--- src/rtl/osc_map.svh ---
// register map, field positions, thresholds and timing for the oring switch control
// ****************************************************************
// Summary of operation
// - The precise flag rises when the sense-resistor drop reaches the level chosen by bits [7:6]; code 00 is 0 mV, others reserved.
// - The switch is enabled when local sense a minus b exceeds -0.5, 0, 1 or 2 percent of full range per bits [5:4].
// - The quick path turns the switch off when the sense drop falls to -100, -75, -50 or -25 mV per bits [3:2].
// - The quick-off condition must persist for 40 ns (bit 1 low) or 200 ns (bit 1 high) before it acts.
// - With bit 0 set the quick path is ignored and only the precise path turns the switch off.
// - All of these settings live in one 8-bit read/write register at address 0x30.
// ****************************************************************
`ifndef OSC_MAP_SVH
`define OSC_MAP_SVH

`define OSC_ADDR_CFG       12'h030
`define OSC_ADDR_STATE     12'h034
`define OSC_ADDR_IRQ_STS   12'h038
`define OSC_ADDR_IRQ_CLR   12'h03c
`define OSC_ADDR_IRQ_EN    12'h040
`define OSC_CFG_RST        8'h00

`define OSC_PRECISE_MV_00  16'sh0000
`define OSC_QUICK_MV_00    -16'sd100
`define OSC_QUICK_MV_01    -16'sd75
`define OSC_QUICK_MV_10    -16'sd50
`define OSC_QUICK_MV_11    -16'sd25
// enable levels in half-percent steps of full range
`define OSC_ON_HP_00       -24'sd1
`define OSC_ON_HP_01       24'sd0
`define OSC_ON_HP_10       24'sd2
`define OSC_ON_HP_11       24'sd4
`define OSC_HP_PER_FULL    24'sd200

`define OSC_CLK_MHZ        250
`define OSC_FILT_SHORT_NS  40
`define OSC_FILT_LONG_NS   200

`define OSC_RESP_OKAY      2'h0
`define OSC_RESP_SLVERR    2'h2

`endif

--- src/rtl/osc_pkg.sv ---
// types shared by the oring switch control files
package osc_pkg;

  typedef struct packed {
    logic [1:0] precise_flag_level;
    logic [1:0] switch_on_level;
    logic [1:0] quick_off_level;
    logic       quick_off_filter;
    logic       quick_off_skip;
  } osc_cfg_t;

  typedef struct packed {
    logic precise_off;
    logic quick_off;
    logic switch_on;
  } osc_evt_t;

  typedef enum logic [1:0] {
    OSC_OFF = 2'b01,
    OSC_ON  = 2'b10
  } osc_state_t;

endpackage

--- src/rtl/osc_filter.sv ---
// persistence filter: output rises once the input has held for a set number of cycles
`timescale 1ns/10ps
module osc_filter #(
  parameter int CW = 8
) (
  input  wire logic          i_clk,
  input  wire logic          i_rstn,
  input  wire logic          i_ce,
  input  wire logic          i_cond,
  input  wire logic [CW-1:0] i_len,
  output logic               o_held
);

  logic [CW-1:0] cnt_q;

  // any gap restarts the count, so glitches shorter than the window never act
  always_ff @(posedge i_clk or negedge i_rstn) begin
    if (!i_rstn) begin
      cnt_q  <= '0;
      o_held <= 1'b0;
    end else if (i_ce) begin
      if (!i_cond) begin
        cnt_q  <= '0;
        o_held <= 1'b0;
      end else if (cnt_q + 1'b1 >= i_len) begin
        o_held <= 1'b1;
      end else begin
        cnt_q <= cnt_q + 1'b1;
      end
    end
  end

endmodule // osc_filter

--- src/rtl/osc_top.sv ---
// oring switch control with axi4-lite register access
`timescale 1ns/10ps
`include "osc_map.svh"
module osc_top import osc_pkg::*; #(
  parameter int AW = 12,
  parameter int FW = 8
) (
  input  wire logic               i_clk,
  input  wire logic               i_rstn,
  input  wire logic               i_ce,
  // samples from the on-chip sense adc, same clock
  input  wire logic signed [15:0] i_isense_pos,
  input  wire logic signed [15:0] i_isense_neg,
  input  wire logic        [11:0] i_local_vsense_a,
  input  wire logic        [11:0] i_local_vsense_b,
  output logic                    o_oring_switch_gate,
  output logic                    o_precise_flag,
  output logic                    o_irq,
  // axi4-lite slave
  input  wire logic [AW-1:0]      i_awaddr,
  input  wire logic               i_awvalid,
  output logic                    o_awready,
  input  wire logic [31:0]        i_wdata,
  input  wire logic [3:0]         i_wstrb,
  input  wire logic               i_wvalid,
  output logic                    o_wready,
  output logic [1:0]              o_bresp,
  output logic                    o_bvalid,
  input  wire logic               i_bready,
  input  wire logic [AW-1:0]      i_araddr,
  input  wire logic               i_arvalid,
  output logic                    o_arready,
  output logic [31:0]             o_rdata,
  output logic [1:0]              o_rresp,
  output logic                    o_rvalid,
  input  wire logic               i_rready
);

  localparam logic [FW-1:0] FILT_SHORT = FW'((`OSC_FILT_SHORT_NS * `OSC_CLK_MHZ + 999) / 1000);
  localparam logic [FW-1:0] FILT_LONG  = FW'((`OSC_FILT_LONG_NS * `OSC_CLK_MHZ + 999) / 1000);

  osc_cfg_t         cfg_q;
  osc_state_t       state_q;
  osc_evt_t         evt;
  logic [2:0]       irq_sts_q;
  logic [2:0]       irq_en_q;
  logic [AW-1:0]    awaddr_q;
  logic [AW-1:0]    araddr_w;
  logic [31:0]      wdata_q;
  logic [3:0]       wstrb_q;
  logic             wr_go;
  logic             clr_hit;
  logic signed [16:0] drop;
  logic signed [16:0] quick_mv;
  logic signed [16:0] precise_mv;
  logic signed [23:0] vdiff_scaled;
  logic signed [23:0] on_scaled;
  logic signed [23:0] on_hp;
  logic             on_cond;
  logic             quick_raw;
  logic             quick_held;
  logic             off_cond;

  // ****************************************************************
  // threshold decode
  // ****************************************************************
  assign drop = 17'(i_isense_pos) - 17'(i_isense_neg);

  always_comb begin
    // reserved codes behave as code 00 so a bad write cannot leave the flag dead
    precise_mv = 17'(`OSC_PRECISE_MV_00);
    case (cfg_q.quick_off_level)
      2'b00:   quick_mv = 17'(`OSC_QUICK_MV_00);
      2'b01:   quick_mv = 17'(`OSC_QUICK_MV_01);
      2'b10:   quick_mv = 17'(`OSC_QUICK_MV_10);
      2'b11:   quick_mv = 17'(`OSC_QUICK_MV_11);
      default: quick_mv = 17'(`OSC_QUICK_MV_00);
    endcase
    case (cfg_q.switch_on_level)
      2'b00:   on_hp = `OSC_ON_HP_00;
      2'b01:   on_hp = `OSC_ON_HP_01;
      2'b10:   on_hp = `OSC_ON_HP_10;
      2'b11:   on_hp = `OSC_ON_HP_11;
      default: on_hp = `OSC_ON_HP_01;
    endcase
  end

  // compare in half-percent units, scaled so no fraction of a code is lost
  assign vdiff_scaled = (24'(signed'({1'b0, i_local_vsense_a})) - 24'(signed'({1'b0, i_local_vsense_b})))
                        * `OSC_HP_PER_FULL;
  assign on_scaled    = 24'(on_hp * 24'sd4096);
  assign on_cond      = vdiff_scaled > on_scaled;
  assign quick_raw    = (drop <= quick_mv) && !cfg_q.quick_off_skip;

  osc_filter #(
    .CW (FW)
  ) u_filter (
    .i_clk  (i_clk),
    .i_rstn (i_rstn),
    .i_ce   (i_ce),
    .i_cond (quick_raw),
    .i_len  (cfg_q.quick_off_filter ? FILT_LONG : FILT_SHORT),
    .o_held (quick_held)
  );

  // ****************************************************************
  // precise flag and gate state
  // ****************************************************************
  always_ff @(posedge i_clk or negedge i_rstn) begin
    if (!i_rstn) begin
      o_precise_flag <= 1'b0;
    end else if (i_ce) begin
      o_precise_flag <= drop <= precise_mv;
    end
  end

  // the precise path acts on the registered flag: one cycle later, but glitch free
  assign off_cond = o_precise_flag || quick_held;

  always_comb begin
    evt.switch_on   = (state_q == OSC_OFF) && on_cond && i_ce;
    evt.quick_off   = (state_q == OSC_ON) && quick_held && i_ce;
    evt.precise_off = (state_q == OSC_ON) && o_precise_flag && i_ce;
  end

  always_ff @(posedge i_clk or negedge i_rstn) begin
    if (!i_rstn) begin
      state_q             <= OSC_OFF;
      o_oring_switch_gate <= 1'b0;
    end else if (i_ce) begin
      case (state_q)
        OSC_OFF: begin
          if (on_cond) begin
            state_q             <= OSC_ON;
            o_oring_switch_gate <= 1'b1;
          end
        end
        OSC_ON: begin
          if (off_cond) begin
            state_q             <= OSC_OFF;
            o_oring_switch_gate <= 1'b0;
          end
        end
        default: begin
          state_q             <= OSC_OFF;
          o_oring_switch_gate <= 1'b0;
        end
      endcase
    end
  end

  // ****************************************************************
  // axi4-lite write path
  // ****************************************************************
  assign wr_go   = !o_awready && !o_wready && !o_bvalid;
  assign clr_hit = wr_go && awaddr_q == `OSC_ADDR_IRQ_CLR && wstrb_q[0];

  always_ff @(posedge i_clk or negedge i_rstn) begin
    if (!i_rstn) begin
      o_awready <= 1'b1;
      o_wready  <= 1'b1;
      o_bvalid  <= 1'b0;
      o_bresp   <= `OSC_RESP_OKAY;
      awaddr_q  <= '0;
      wdata_q   <= '0;
      wstrb_q   <= '0;
    end else if (i_ce) begin
      if (i_awvalid && o_awready) begin
        awaddr_q  <= i_awaddr;
        o_awready <= 1'b0;
      end
      if (i_wvalid && o_wready) begin
        wdata_q  <= i_wdata;
        wstrb_q  <= i_wstrb;
        o_wready <= 1'b0;
      end
      if (wr_go) begin
        o_bvalid <= 1'b1;
        case (awaddr_q)
          `OSC_ADDR_CFG, `OSC_ADDR_IRQ_CLR, `OSC_ADDR_IRQ_EN, `OSC_ADDR_STATE, `OSC_ADDR_IRQ_STS:
            o_bresp <= `OSC_RESP_OKAY;
          default:
            o_bresp <= `OSC_RESP_SLVERR;
        endcase
      end
      if (o_bvalid && i_bready) begin
        o_bvalid  <= 1'b0;
        o_awready <= 1'b1;
        o_wready  <= 1'b1;
      end
    end
  end

  always_ff @(posedge i_clk or negedge i_rstn) begin
    if (!i_rstn) begin
      cfg_q    <= osc_cfg_t'(`OSC_CFG_RST);
      irq_en_q <= '0;
    end else if (i_ce && wr_go && wstrb_q[0]) begin
      if (awaddr_q == `OSC_ADDR_CFG) begin
        cfg_q <= osc_cfg_t'(wdata_q[7:0]);
      end
      if (awaddr_q == `OSC_ADDR_IRQ_EN) begin
        irq_en_q <= wdata_q[2:0];
      end
    end
  end

  // ****************************************************************
  // interrupts: a new event in the clearing cycle stays set
  // ****************************************************************
  always_ff @(posedge i_clk or negedge i_rstn) begin
    if (!i_rstn) begin
      irq_sts_q <= '0;
      o_irq     <= 1'b0;
    end else if (i_ce) begin
      irq_sts_q <= (irq_sts_q & ~(clr_hit ? wdata_q[2:0] : 3'h0)) | evt;
      o_irq     <= |(((irq_sts_q & ~(clr_hit ? wdata_q[2:0] : 3'h0)) | evt) & irq_en_q);
    end
  end

  // ****************************************************************
  // axi4-lite read path
  // ****************************************************************
  assign araddr_w = i_araddr;

  always_ff @(posedge i_clk or negedge i_rstn) begin
    if (!i_rstn) begin
      o_arready <= 1'b1;
      o_rvalid  <= 1'b0;
      o_rdata   <= '0;
      o_rresp   <= `OSC_RESP_OKAY;
    end else if (i_ce) begin
      if (i_arvalid && o_arready) begin
        o_arready <= 1'b0;
        o_rvalid  <= 1'b1;
        o_rresp   <= `OSC_RESP_OKAY;
        case (araddr_w)
          `OSC_ADDR_CFG:     o_rdata <= {24'h0, cfg_q};
          `OSC_ADDR_STATE:   o_rdata <= {29'h0, quick_held, o_precise_flag, o_oring_switch_gate};
          `OSC_ADDR_IRQ_STS: o_rdata <= {29'h0, irq_sts_q};
          `OSC_ADDR_IRQ_EN:  o_rdata <= {29'h0, irq_en_q};
          `OSC_ADDR_IRQ_CLR: o_rdata <= 32'h0;
          default: begin
            o_rdata <= 32'h0;
            o_rresp <= `OSC_RESP_SLVERR;
          end
        endcase
      end
      if (o_rvalid && i_rready) begin
        o_rvalid  <= 1'b0;
        o_arready <= 1'b1;
      end
    end
  end

endmodule // osc_top

--- config.mk ---
export PLATFORM = sky130hd
export DESIGN_NAME = osc_top
export DESIGN_NICKNAME = d
export VERILOG_FILES = /design/src/rtl/osc_pkg.sv /design/src/rtl/osc_filter.sv /design/src/rtl/osc_top.sv
export VERILOG_INCLUDE_DIRS = /design/src /design/src/rtl
export SDC_FILE = /design/constraint.sdc
export NUM_CORES = 1
export LEC_CHECK = 0
export CAP_MARGIN = 0
export CORE_MARGIN = 4
export CORE_UTILIZATION = 30
export CTS_CLUSTER_SIZE = 40
export DETAILED_ROUTE_END_ITERATION = 8
export DONT_BUFFER_PORTS = 1
export PLACE_DENSITY = 0.48
export SYNTH_ARGS = -nofsm -noshare
export SYNTH_HDL_FRONTEND = slang
export SYNTH_SLANG_ARGS = --single-unit
--- constraint.sdc ---
create_clock -name i_clk -period 2.5 [get_ports i_clk]
set_input_delay 0.125 -clock i_clk [delete_from_list [all_inputs] [get_ports i_clk]]
set_output_delay 0.125 -clock i_clk [all_outputs]
set_load 0.05 [all_outputs]
==> tab_implementation.tex, run 1 <==
\begin{tabular}{lr}
\hline
Metric & Value \\
\hline
\multicolumn{2}{l}{\textbf{Run status}} \\
Run status & complete, but fails checks \\
Failing checks & negative hold slack, negative setup slack \\
\multicolumn{2}{l}{\textbf{Clocking}} \\
Hold bufs inserted after CTS & 35 \\
Number of H-tree levels & 3 \\
Clock Root Buffer & clkbuf\_16 \\
Clock transition time at the flip-flop clock pins of the worst setup and hold paths & 0.05 ns \\
TritonCTS clock tree & built \\
Worst-skew pair later-pin latency & 0.33 ns \\
\# clock sinks & 63 \\
Number of buffers created by CTS & 9 \\
Max Buffers Root-to-Sink & 2 \\
\multicolumn{2}{l}{\textbf{Critical path}} \\
Reg2Reg Depth & 10 \\
Critical path type & in2reg \\
Setup slack of the worst register-to-register path & -0.09 ns \\
Crit path largest cell delay & about 0.55 ns \\
Required time at the worst-slack endpoint & 2.71 ns \\
Cell with the largest stage delay on the worst path & fa\_1 \\
Endpoint of the lowest-slack register-to-register path & o\_irq\$\_DFFE\_PN0P\_ \\
Crit Path Max Fanout & 4 \\
Cell seen most often among critical-path stages & ha\_4 \\
Arrival time at the worst endpoint & 5.16 ns \\
Critical Path Sink Type & flip-flop \\
Startpoint of the worst-slack reg-to-reg timing path & awaddr\_q[9]\$\_DFFE\_PN0P\_ \\
Critical path origin & i\_local\_vsense\_a[0] \\
Category of the worst setup path launch point & input port \\
\multicolumn{2}{l}{\textbf{Yosys}} \\
Distinct cells, synth & 76 \\
Number of synthesized register bits & 63 \\
Most used flip-flop cell after synthesis & dfrtp\_1 \\
Sequential share of the synthesized area & 25.1\% \\
Warnings, synthesis & 0 \\
Proportion of register bits with asynchronous set or reset after synthesis & 100\% \\
Cells after synthesis & $\sim$680 \\
Netlist Area Pre-Place & about 6300 um2 \\
Mean instance size in the synthesized netlist & a little over 9 um2 \\
Number of flops mapped to enable cells by yosys & 0 \\
\multicolumn{2}{l}{\textbf{Pwr}} \\
Leak & roughly 4 nW \\
Maximum ir drop on the vdd rail & between 0.0005 and 0.0006 V \\
Pwr/cell area & 1080 nW/um2 \\
Total power draw & between 9 and 10 mW \\
\multicolumn{2}{l}{\textbf{Die}} \\
Area of the die & 23,400 um2 \\
Die Span X & 153 um \\
Initial Utilization & 30.9\% \\
Area of the placeable core & 20,400 um2 \\
I/O pin count & approximately 170 \\
Placement row count & 52 \\
Overall die height & 153 um \\
\multicolumn{2}{l}{\textbf{Global routing}} \\
GR Overflow Total & 0 \\
Antenna violations before repair & 0 \\
Global-route wire length before repair & $\sim$28,000 um \\
Pin count of the biggest net entering global routing & 64 \\
Combined global-route utilization of all metal layers & roughly 14\% \\
Number of global-route vias before repair & 5,924 \\
\multicolumn{2}{l}{\textbf{Timing}} \\
Clock period minus worst slack & 4.95 ns \\
Number of max-slew violations in the final report & 0 \\
Final worst path period share & 198\% \\
FMAX & 202 MHz \\
Minimum hold slack & -0.122 ns \\
Slew at the pin closest to its max-slew limit & about 0.69 ns \\
Final worst slack & -2.45 ns \\
Worst relative slew slack & 53.8\% \\
Post-route clock skew & 0.00598 ns \\
Final Hold Violating Endpoints & 4 \\
RSZ-0062 raised after global routing & true \\
Total setup violations reported at the end of the flow & 13 \\
\multicolumn{2}{l}{\textbf{Run}} \\
Number of max-cap violations & 0 \\
\multicolumn{2}{l}{\textbf{Hold path}} \\
Tightest Hold Check Type & in2reg \\
Hold path startpoint & i\_ce \\
Sink of the worst hold path & irq\_sts\_q[0]\$\_DFFE\_PN0P\_ \\
Depth of the worst hold-timing path & 1 \\
\multicolumn{2}{l}{\textbf{Placement}} \\
Post-placement worst setup slack & -2.99 ns \\
Count of buffers from port buffering & 0 \\
Routability cong. & approximately 0.80 \\
Detailed-placement wirelength estimate & approximately 13,000 um \\
\multicolumn{2}{l}{\textbf{Routing}} \\
Routed wire length per instance & 15.1 um \\
Number of search-and-repair iterations in the first detailed-routing pass & 4 \\
Antenna-violating nets left & 0 \\
Vias & 5,532 \\
Detailed-route DRC error count & 0 \\
Via density per instance & 5.01 \\
DRT Wirelength & 16,700 um \\
Number of DRC markers after the initial detailed-route iteration & 213 \\
\multicolumn{2}{l}{\textbf{Cells and area}} \\
Growth of design area from synthesis to finish & 36.6\% \\
Fraction of layout instances using a drive strength above 1 & 30.2\% \\
Antenna cells & 0 \\
Layout net count & 1,057 \\
\hline
\end{tabular}
## placed cells by master (no fill, tap or decap), types with 13 or more instances in the layout
master | synthesis | routed
mux2_2 | 29 | 28
ha_4 | 0 | 23
dfrtp_1 | 59 | 59
nor2_1 | 28 | 25
dlygate4sd3_1 | 0 | 34
a21oi_1 | 34 | 25
a21o_1 | 16 | 16
conb_1 | 1 | 26
buf_4 | 26 | 118
nand2_1 | 40 | 39
inv_1 | 56 | 50
nor3_1 | 15 | 13
ha_1 | 96 | 73
o21ai_0 | 27 | 23
xnor2_1 | 31 | 26
nand3_1 | 17 | 15
## layer usage
layer | global-route usage, % | wire, um | up-vias
met5 | 0 | 0 | -
met4 | 3.69 | 303 | 0
met3 | 2.46 | 724 | 24
met2 | 25.2 | 8400 | 121
met1 | 17.8 | 7250 | 2655
li1 | - | - | 2732
## power breakdown
group	total (mW)	internal [mW]	switching, mW
Sequential	1.61	1.27	0.332
Combinational	6.52	3.57	2.95
Clock	1.19	0.748	0.441
## cell type report
cell class                 instances  area [um2]
fill                            2002       11800
timing repair buffer             154        1260
sequential                        63        1580
tap                              270         338
clock inverter                     3        17.5
clock buffer                      13         270
inverter                          56         251
multi-input combinational        545        4890
## critical path: cells and delay by family
family          cells  cell delay [ns]
compound gates      9             1.88
simple gates        7             0.84
mux                 1             0.32
buf+inv             1             0.03
fa+ha+maj           7             1.81
xor+xnor            1             0.14
## kinds of logic (layout without fill, tap and decap cells)
family | after synthesis | count (layout) | share of synthesized area [%]
mux | 36 | 36 | 6.29
buf+inv | 101 | 226 | 7.56
compound gates | 164 | 164 | 18.5
fa+ha+maj | 104 | 104 | 21.6
flops | 63 | 63 | 25.1
xor+xnor | 43 | 43 | 5.97
simple gates | 172 | 172 | 15.0
other cells | 1 | 26 | 0.0595
## timing repair
action | in CTS | in global routing
gates resized for setup | 25 | 20
buffers inserted | 2 | 5
pin swaps | 27 | 14
hold endpoints to repair | 98 | 4
setup endpoints to repair | 13 | 14
## worst max path at each step
| stage | end | slack [ns] |
|---|---|---|
| 2_1_floorplan | o_irq$_DFFE_PN0P_ | -2.56 |
| 3_3_place_gp | irq_sts_q[0]$_DFFE_PN0P_ | -2.85 |
| 3_5_place_dp | o_irq$_DFFE_PN0P_ | -2.99 |
| 4_1_cts | irq_sts_q[0]$_DFFE_PN0P_ | -2.45 |
| 5_1_grt | irq_sts_q[0]$_DFFE_PN0P_ | -2.70 |
| 6_report | irq_sts_q[0]$_DFFE_PN0P_ | -2.45 |
## per-stage QoR
stage          util [%]  cell area [um2]  instances  setup TNS [ns]
3_3_place_gp       37.3             7630       1046          -16.97
3_5_place_dp       37.3             7630       1046          -17.72
6_report           42.2             8610       1104          -11.40
4_1_cts            41.3             8450       1099          -11.37
2_1_floorplan         -             6710        709          -13.15
5_1_grt            42.2             8610       1104          -13.76
## registers in the layout (all words and copies together), names as in the netlist, 3 cells and up
register,cells
irq_en_q,3
u_filter.cnt_q,8
cfg_q,8
irq_sts_q,3
awaddr_q,12
wdata_q,8
o_rdata,8
## Yosys cell counts, types with 7 or more instances
cell | count | area share [%]
a21o_1 | 16 | 1.9
a21oi_1 | 34 | 2.7
a22o_1 | 8 | 1.1
a31oi_1 | 7 | 0.69
and3_1 | 8 | 0.79
buf_4 | 26 | 3.1
clkbuf_1 | 17 | 1.0
dfrtp_1 | 59 | 23
fa_1 | 8 | 2.5
ha_1 | 96 | 19
inv_1 | 56 | 3.3
mux2_2 | 29 | 5.2
mux2i_1 | 7 | 1.1
nand2_1 | 40 | 2.4
nand2b_1 | 10 | 0.99
nand3_1 | 17 | 1.3
nand4_1 | 8 | 0.79
nor2_1 | 28 | 1.7
nor2b_1 | 10 | 0.99
nor3_1 | 15 | 1.2
nor4_1 | 9 | 0.89
o21a_1 | 8 | 0.95
o21ai_0 | 27 | 2.1
o31ai_1 | 7 | 0.83
xnor2_1 | 31 | 4.3
xor2_1 | 12 | 1.7
No activity file was read; power rests on OpenSTA's default activity.
==> run 2: changes to the inputs <==
Settings changed: ABC_AREA from default to 1.
==> tab_implementation.tex, run 2 <==
\begin{tabular}{lr}
\hline
Metric & Value \\
\hline
\multicolumn{2}{l}{\textbf{Clocking}} \\
TritonCTS clock tree & built \\
\# clock sinks & 63 (unchanged) \\
Number of H-tree levels & 3 (unchanged) \\
Clock transition time at the flip-flop clock pins of the worst setup and hold paths & 0.05 ns (about the same) \\
Worst-skew pair later-pin latency & 0.33 ns (about the same) \\
Clock Root Buffer & clkbuf\_16 \\
Max Buffers Root-to-Sink & 2 (unchanged) \\
Number of buffers created by CTS & 9 (unchanged) \\
\multicolumn{2}{l}{\textbf{Timing}} \\
Final Hold Violating Endpoints & 0 (-4) \\
Post-route clock skew & 0.00964 ns (+0.00365 ns) \\
FMAX & 227 MHz (+12\%) \\
RSZ-0062 raised after global routing & true \\
Final worst slack & -1.91 ns (+0.538 ns) \\
Clock period minus worst slack & 4.41 ns (-0.538 ns) \\
Final worst path period share & 176\% (-22 points) \\
Total setup violations reported at the end of the flow & 4 (-9) \\
Slew at the pin closest to its max-slew limit & 0.679 ns (-0.0146 ns) \\
Worst relative slew slack & 54.6\% (+0.82 points) \\
Number of max-slew violations in the final report & 0 (unchanged) \\
\multicolumn{2}{l}{\textbf{Critical path}} \\
Critical path origin & i\_local\_vsense\_a[0] \\
Critical path type & in2reg \\
Startpoint of the worst-slack reg-to-reg timing path & cfg\_q[4]\$\_DFFE\_PN0P\_ \\
Required time at the worst-slack endpoint & 2.68 ns (-0.03 ns) \\
Crit Path Max Fanout & 4 (unchanged) \\
Cell with the largest stage delay on the worst path & fa\_1 \\
Cell seen most often among critical-path stages & ha\_4 \\
Worst path top cell family by delay & adder cells \\
Crit path largest cell delay & 0.53 ns (-0.02 ns) \\
Critical Path Sink Type & flip-flop \\
Category of the worst setup path launch point & input port \\
Arrival time at the worst endpoint & 4.59 ns (-0.57 ns) \\
Buffer and inverter count on the worst path & 2 (+1) \\
\multicolumn{2}{l}{\textbf{Yosys}} \\
Most repeated cell in the gate-level netlist after synthesis & nand2\_1 \\
Distinct cells, synth & 48 (-37\%) \\
Number of synthesized register bits & 63 (unchanged) \\
Sequential share of the synthesized area & 24.0\% (-1.1 points) \\
Most used flip-flop cell after synthesis & dfrtp\_1 \\
Synth cell count leaders & nand2\_1, inv\_1, ha\_1 \\
Mean instance size in the synthesized netlist & 7.18 um2 (-22\%) \\
Proportion of register bits with asynchronous set or reset after synthesis & 100\% (unchanged) \\
Cells after synthesis & 917 (+34\%) \\
Number of flops mapped to enable cells by yosys & 0 (unchanged) \\
Share of the synthesized area in the top cell type & 22.4\% (-0.98 points) \\
Warnings, synthesis & 0 (unchanged) \\
Library cell occupying the most area in the post-synthesis netlist & dfrtp\_1 \\
Netlist Area Pre-Place & 6580 um2 (+4.4\%) \\
Cell types with the largest area share after synthesis & dfrtp\_1, ha\_1, nand2\_1 \\
\multicolumn{2}{l}{\textbf{Global routing}} \\
GR Overflow Total & 0 (unchanged) \\
Combined global-route utilization of all metal layers & 13.7\% (-0.42 points) \\
Global-route wire length before repair & 28,000 um (-1.1\%) \\
Pin count of the biggest net entering global routing & 64 (unchanged) \\
Number of global-route vias before repair & 6,038 (+1.9\%) \\
Antenna violations before repair & 1 (+1) \\
\multicolumn{2}{l}{\textbf{Pwr}} \\
Pwr/cell area & 1030 nW/um2 (-4.4\%) \\
Maximum ir drop on the vdd rail & 0.000599 V (+16\%) \\
Total power draw & 8.97 mW (-3.7\%) \\
Leak & 4.53 nW (+14\%) \\
\multicolumn{2}{l}{\textbf{Die}} \\
Placement row count & 53 (+1.9\%) \\
Die Span X & 156 um (+2.1\%) \\
I/O pin count & 168 (unchanged) \\
Initial Utilization & 30.9\% (+0.056 points) \\
Area of the placeable core & 21,300 um2 (+4.2\%) \\
Overall die height & 156 um (+2.1\%) \\
Area of the die & 24,400 um2 (+4.1\%) \\
\multicolumn{2}{l}{\textbf{Placement}} \\
Count of buffers from port buffering & 0 (unchanged) \\
Routability cong. & 0.817 (+1.6\%) \\
Detailed-placement wirelength estimate & 13,500 um (+1.7\%) \\
Post-placement worst setup slack & -2.35 ns (+0.637 ns) \\
Post-Place Cells & 1,263 (+21\%) \\
\multicolumn{2}{l}{\textbf{Cells and area}} \\
Most frequent cells in the layout & nand2\_1, inv\_1, buf\_4, ha\_1, dfrtp\_1 \\
Layout net count & 1,263 (+19\%) \\
Filler cell count & 2,209 (+10\%) \\
Leading cell type in the layout, fill and taps excluded & nand2\_1 \\
Reg with most FFs & awaddr\_q \\
Growth of design area from synthesis to finish & 31.9\% \\
Fraction of layout instances using a drive strength above 1 & 21.1\% (-9.2 points) \\
Post-route non-filler standard cell count & 1,316 (+19\%) \\
Max FFs per register & 12 (unchanged) \\
\multicolumn{2}{l}{\textbf{Routing}} \\
DRT Wirelength & 16,400 um (-1.7\%) \\
Routed wire length per instance & 12.5 um (-18\%) \\
Antenna-violating nets left & 0 (unchanged) \\
Vias & 5,914 (+6.9\%) \\
Number of search-and-repair iterations in the first detailed-routing pass & 4 (unchanged) \\
Via density per instance & 4.49 (-10\%) \\
Detailed-route DRC error count & 0 (unchanged) \\
Number of DRC markers after the initial detailed-route iteration & 200 (-6.1\%) \\
\multicolumn{2}{l}{\textbf{Hold path}} \\
Hold path startpoint & i\_ce \\
Tightest Hold Check Type & in2reg \\
\multicolumn{2}{l}{\textbf{Run status}} \\
Failing checks & negative setup slack \\
Run status & complete, but fails checks \\
\multicolumn{2}{l}{\textbf{Run}} \\
Number of max-cap violations & 0 (unchanged) \\
\hline
\end{tabular}
run 2: cell types whose count changed after synthesis, moves of 17 or more:
cell,previous run,this run
inv_1,56,153
mux2_2,29,0
nand2_1,40,232
nand3_1,17,54
nor2_1,28,45
o21ai_0,27,48
xnor2_1,31,13
run 2: logic make-up after synthesis:
family | Yosys count | share of synthesized area, %
simple gates | 385 | 25.3
buf+inv | 191 | 12.5
compound gates | 133 | 11.9
fa+ha+maj | 104 | 20.7
flops | 63 | 24.0
xor+xnor | 40 | 5.55
other cells | 1 | 0.0570
run 2: per-layer routing:
layer	vias up	global-route usage (%)	share of wire, %
met5	-	0	0
met2	98	23.1	47
li1	3153	-	-
met1	2650	18.8	48
met4	0	2.15	0.81
met3	13	2.58	4.4
run 2: power by group:
group	total, mW	leakage [nW]	internal [mW]	switching, mW
registers	1.50	0.806	1.27	0.231
logic	6.11	3.56	2.99	3.12
clock network	1.35	0.162	0.895	0.454
total	8.97	4.53	5.16	3.81
run 2: final timing paths:
path                                                   end  slack (ns)  cells after the start
max                               irq_sts_q[0]$_DFFE_PN0P_       -1.91                     25
min                                      o_irq$_DFFE_PN0P_        0.06                      3
max reg2reg                o_oring_switch_gate$_DFFE_PN0P_        0.12                     15
min reg2reg                       awaddr_q[11]$_DFFE_PN0P_        0.48                      2
max in group asynchronous           state_q[0]$_DFFE_PN1P_        1.85                      2
min in group asynchronous           o_rdata[0]$_DFFE_PN0P_        0.32                      2
run 2: timing repair:
item,in CTS,in global routing
hold endpoints to repair,104,0
hold buffers,28,0
pin swaps,17,21
setup buffers,4,4
resized for setup,26,54
endpoints found under the setup margin,4,14
run 2: through the flow:
stage                     utilization, %  cell area, um2  TNS [ns]  hold slack, ns
after global routing                40.8            8680     -8.59          0.0707
after CTS                           39.3            8370     -7.28          0.0697
after global placement              35.6            7580    -10.86          -0.168
final                               40.8            8680     -7.54          0.0563
after floorplan                        -            6860     -7.82          -0.171
after detailed placement            35.6            7580    -11.44          -0.169
run 2: cell type report:
cell class	count	area, um2	area share [%]
Antenna cell	1	2.50	0.0288
Clock buffer	10	239	2.75
Clock inverter	6	83.8	0.966
Inverter	155	602	6.93
Multi-Input combinational cell	688	4850	55.9
Sequential cell	63	1580	18.2
Tap cell	275	344	3.96
Timing Repair Buffer	118	973	11.2
run 2: tightest hold or removal path: cells and delay by family:
family           cells  cell delay, ns
AO/OA/AOI/OAI        2            0.17
AND/OR/NAND/NOR      1            0.05
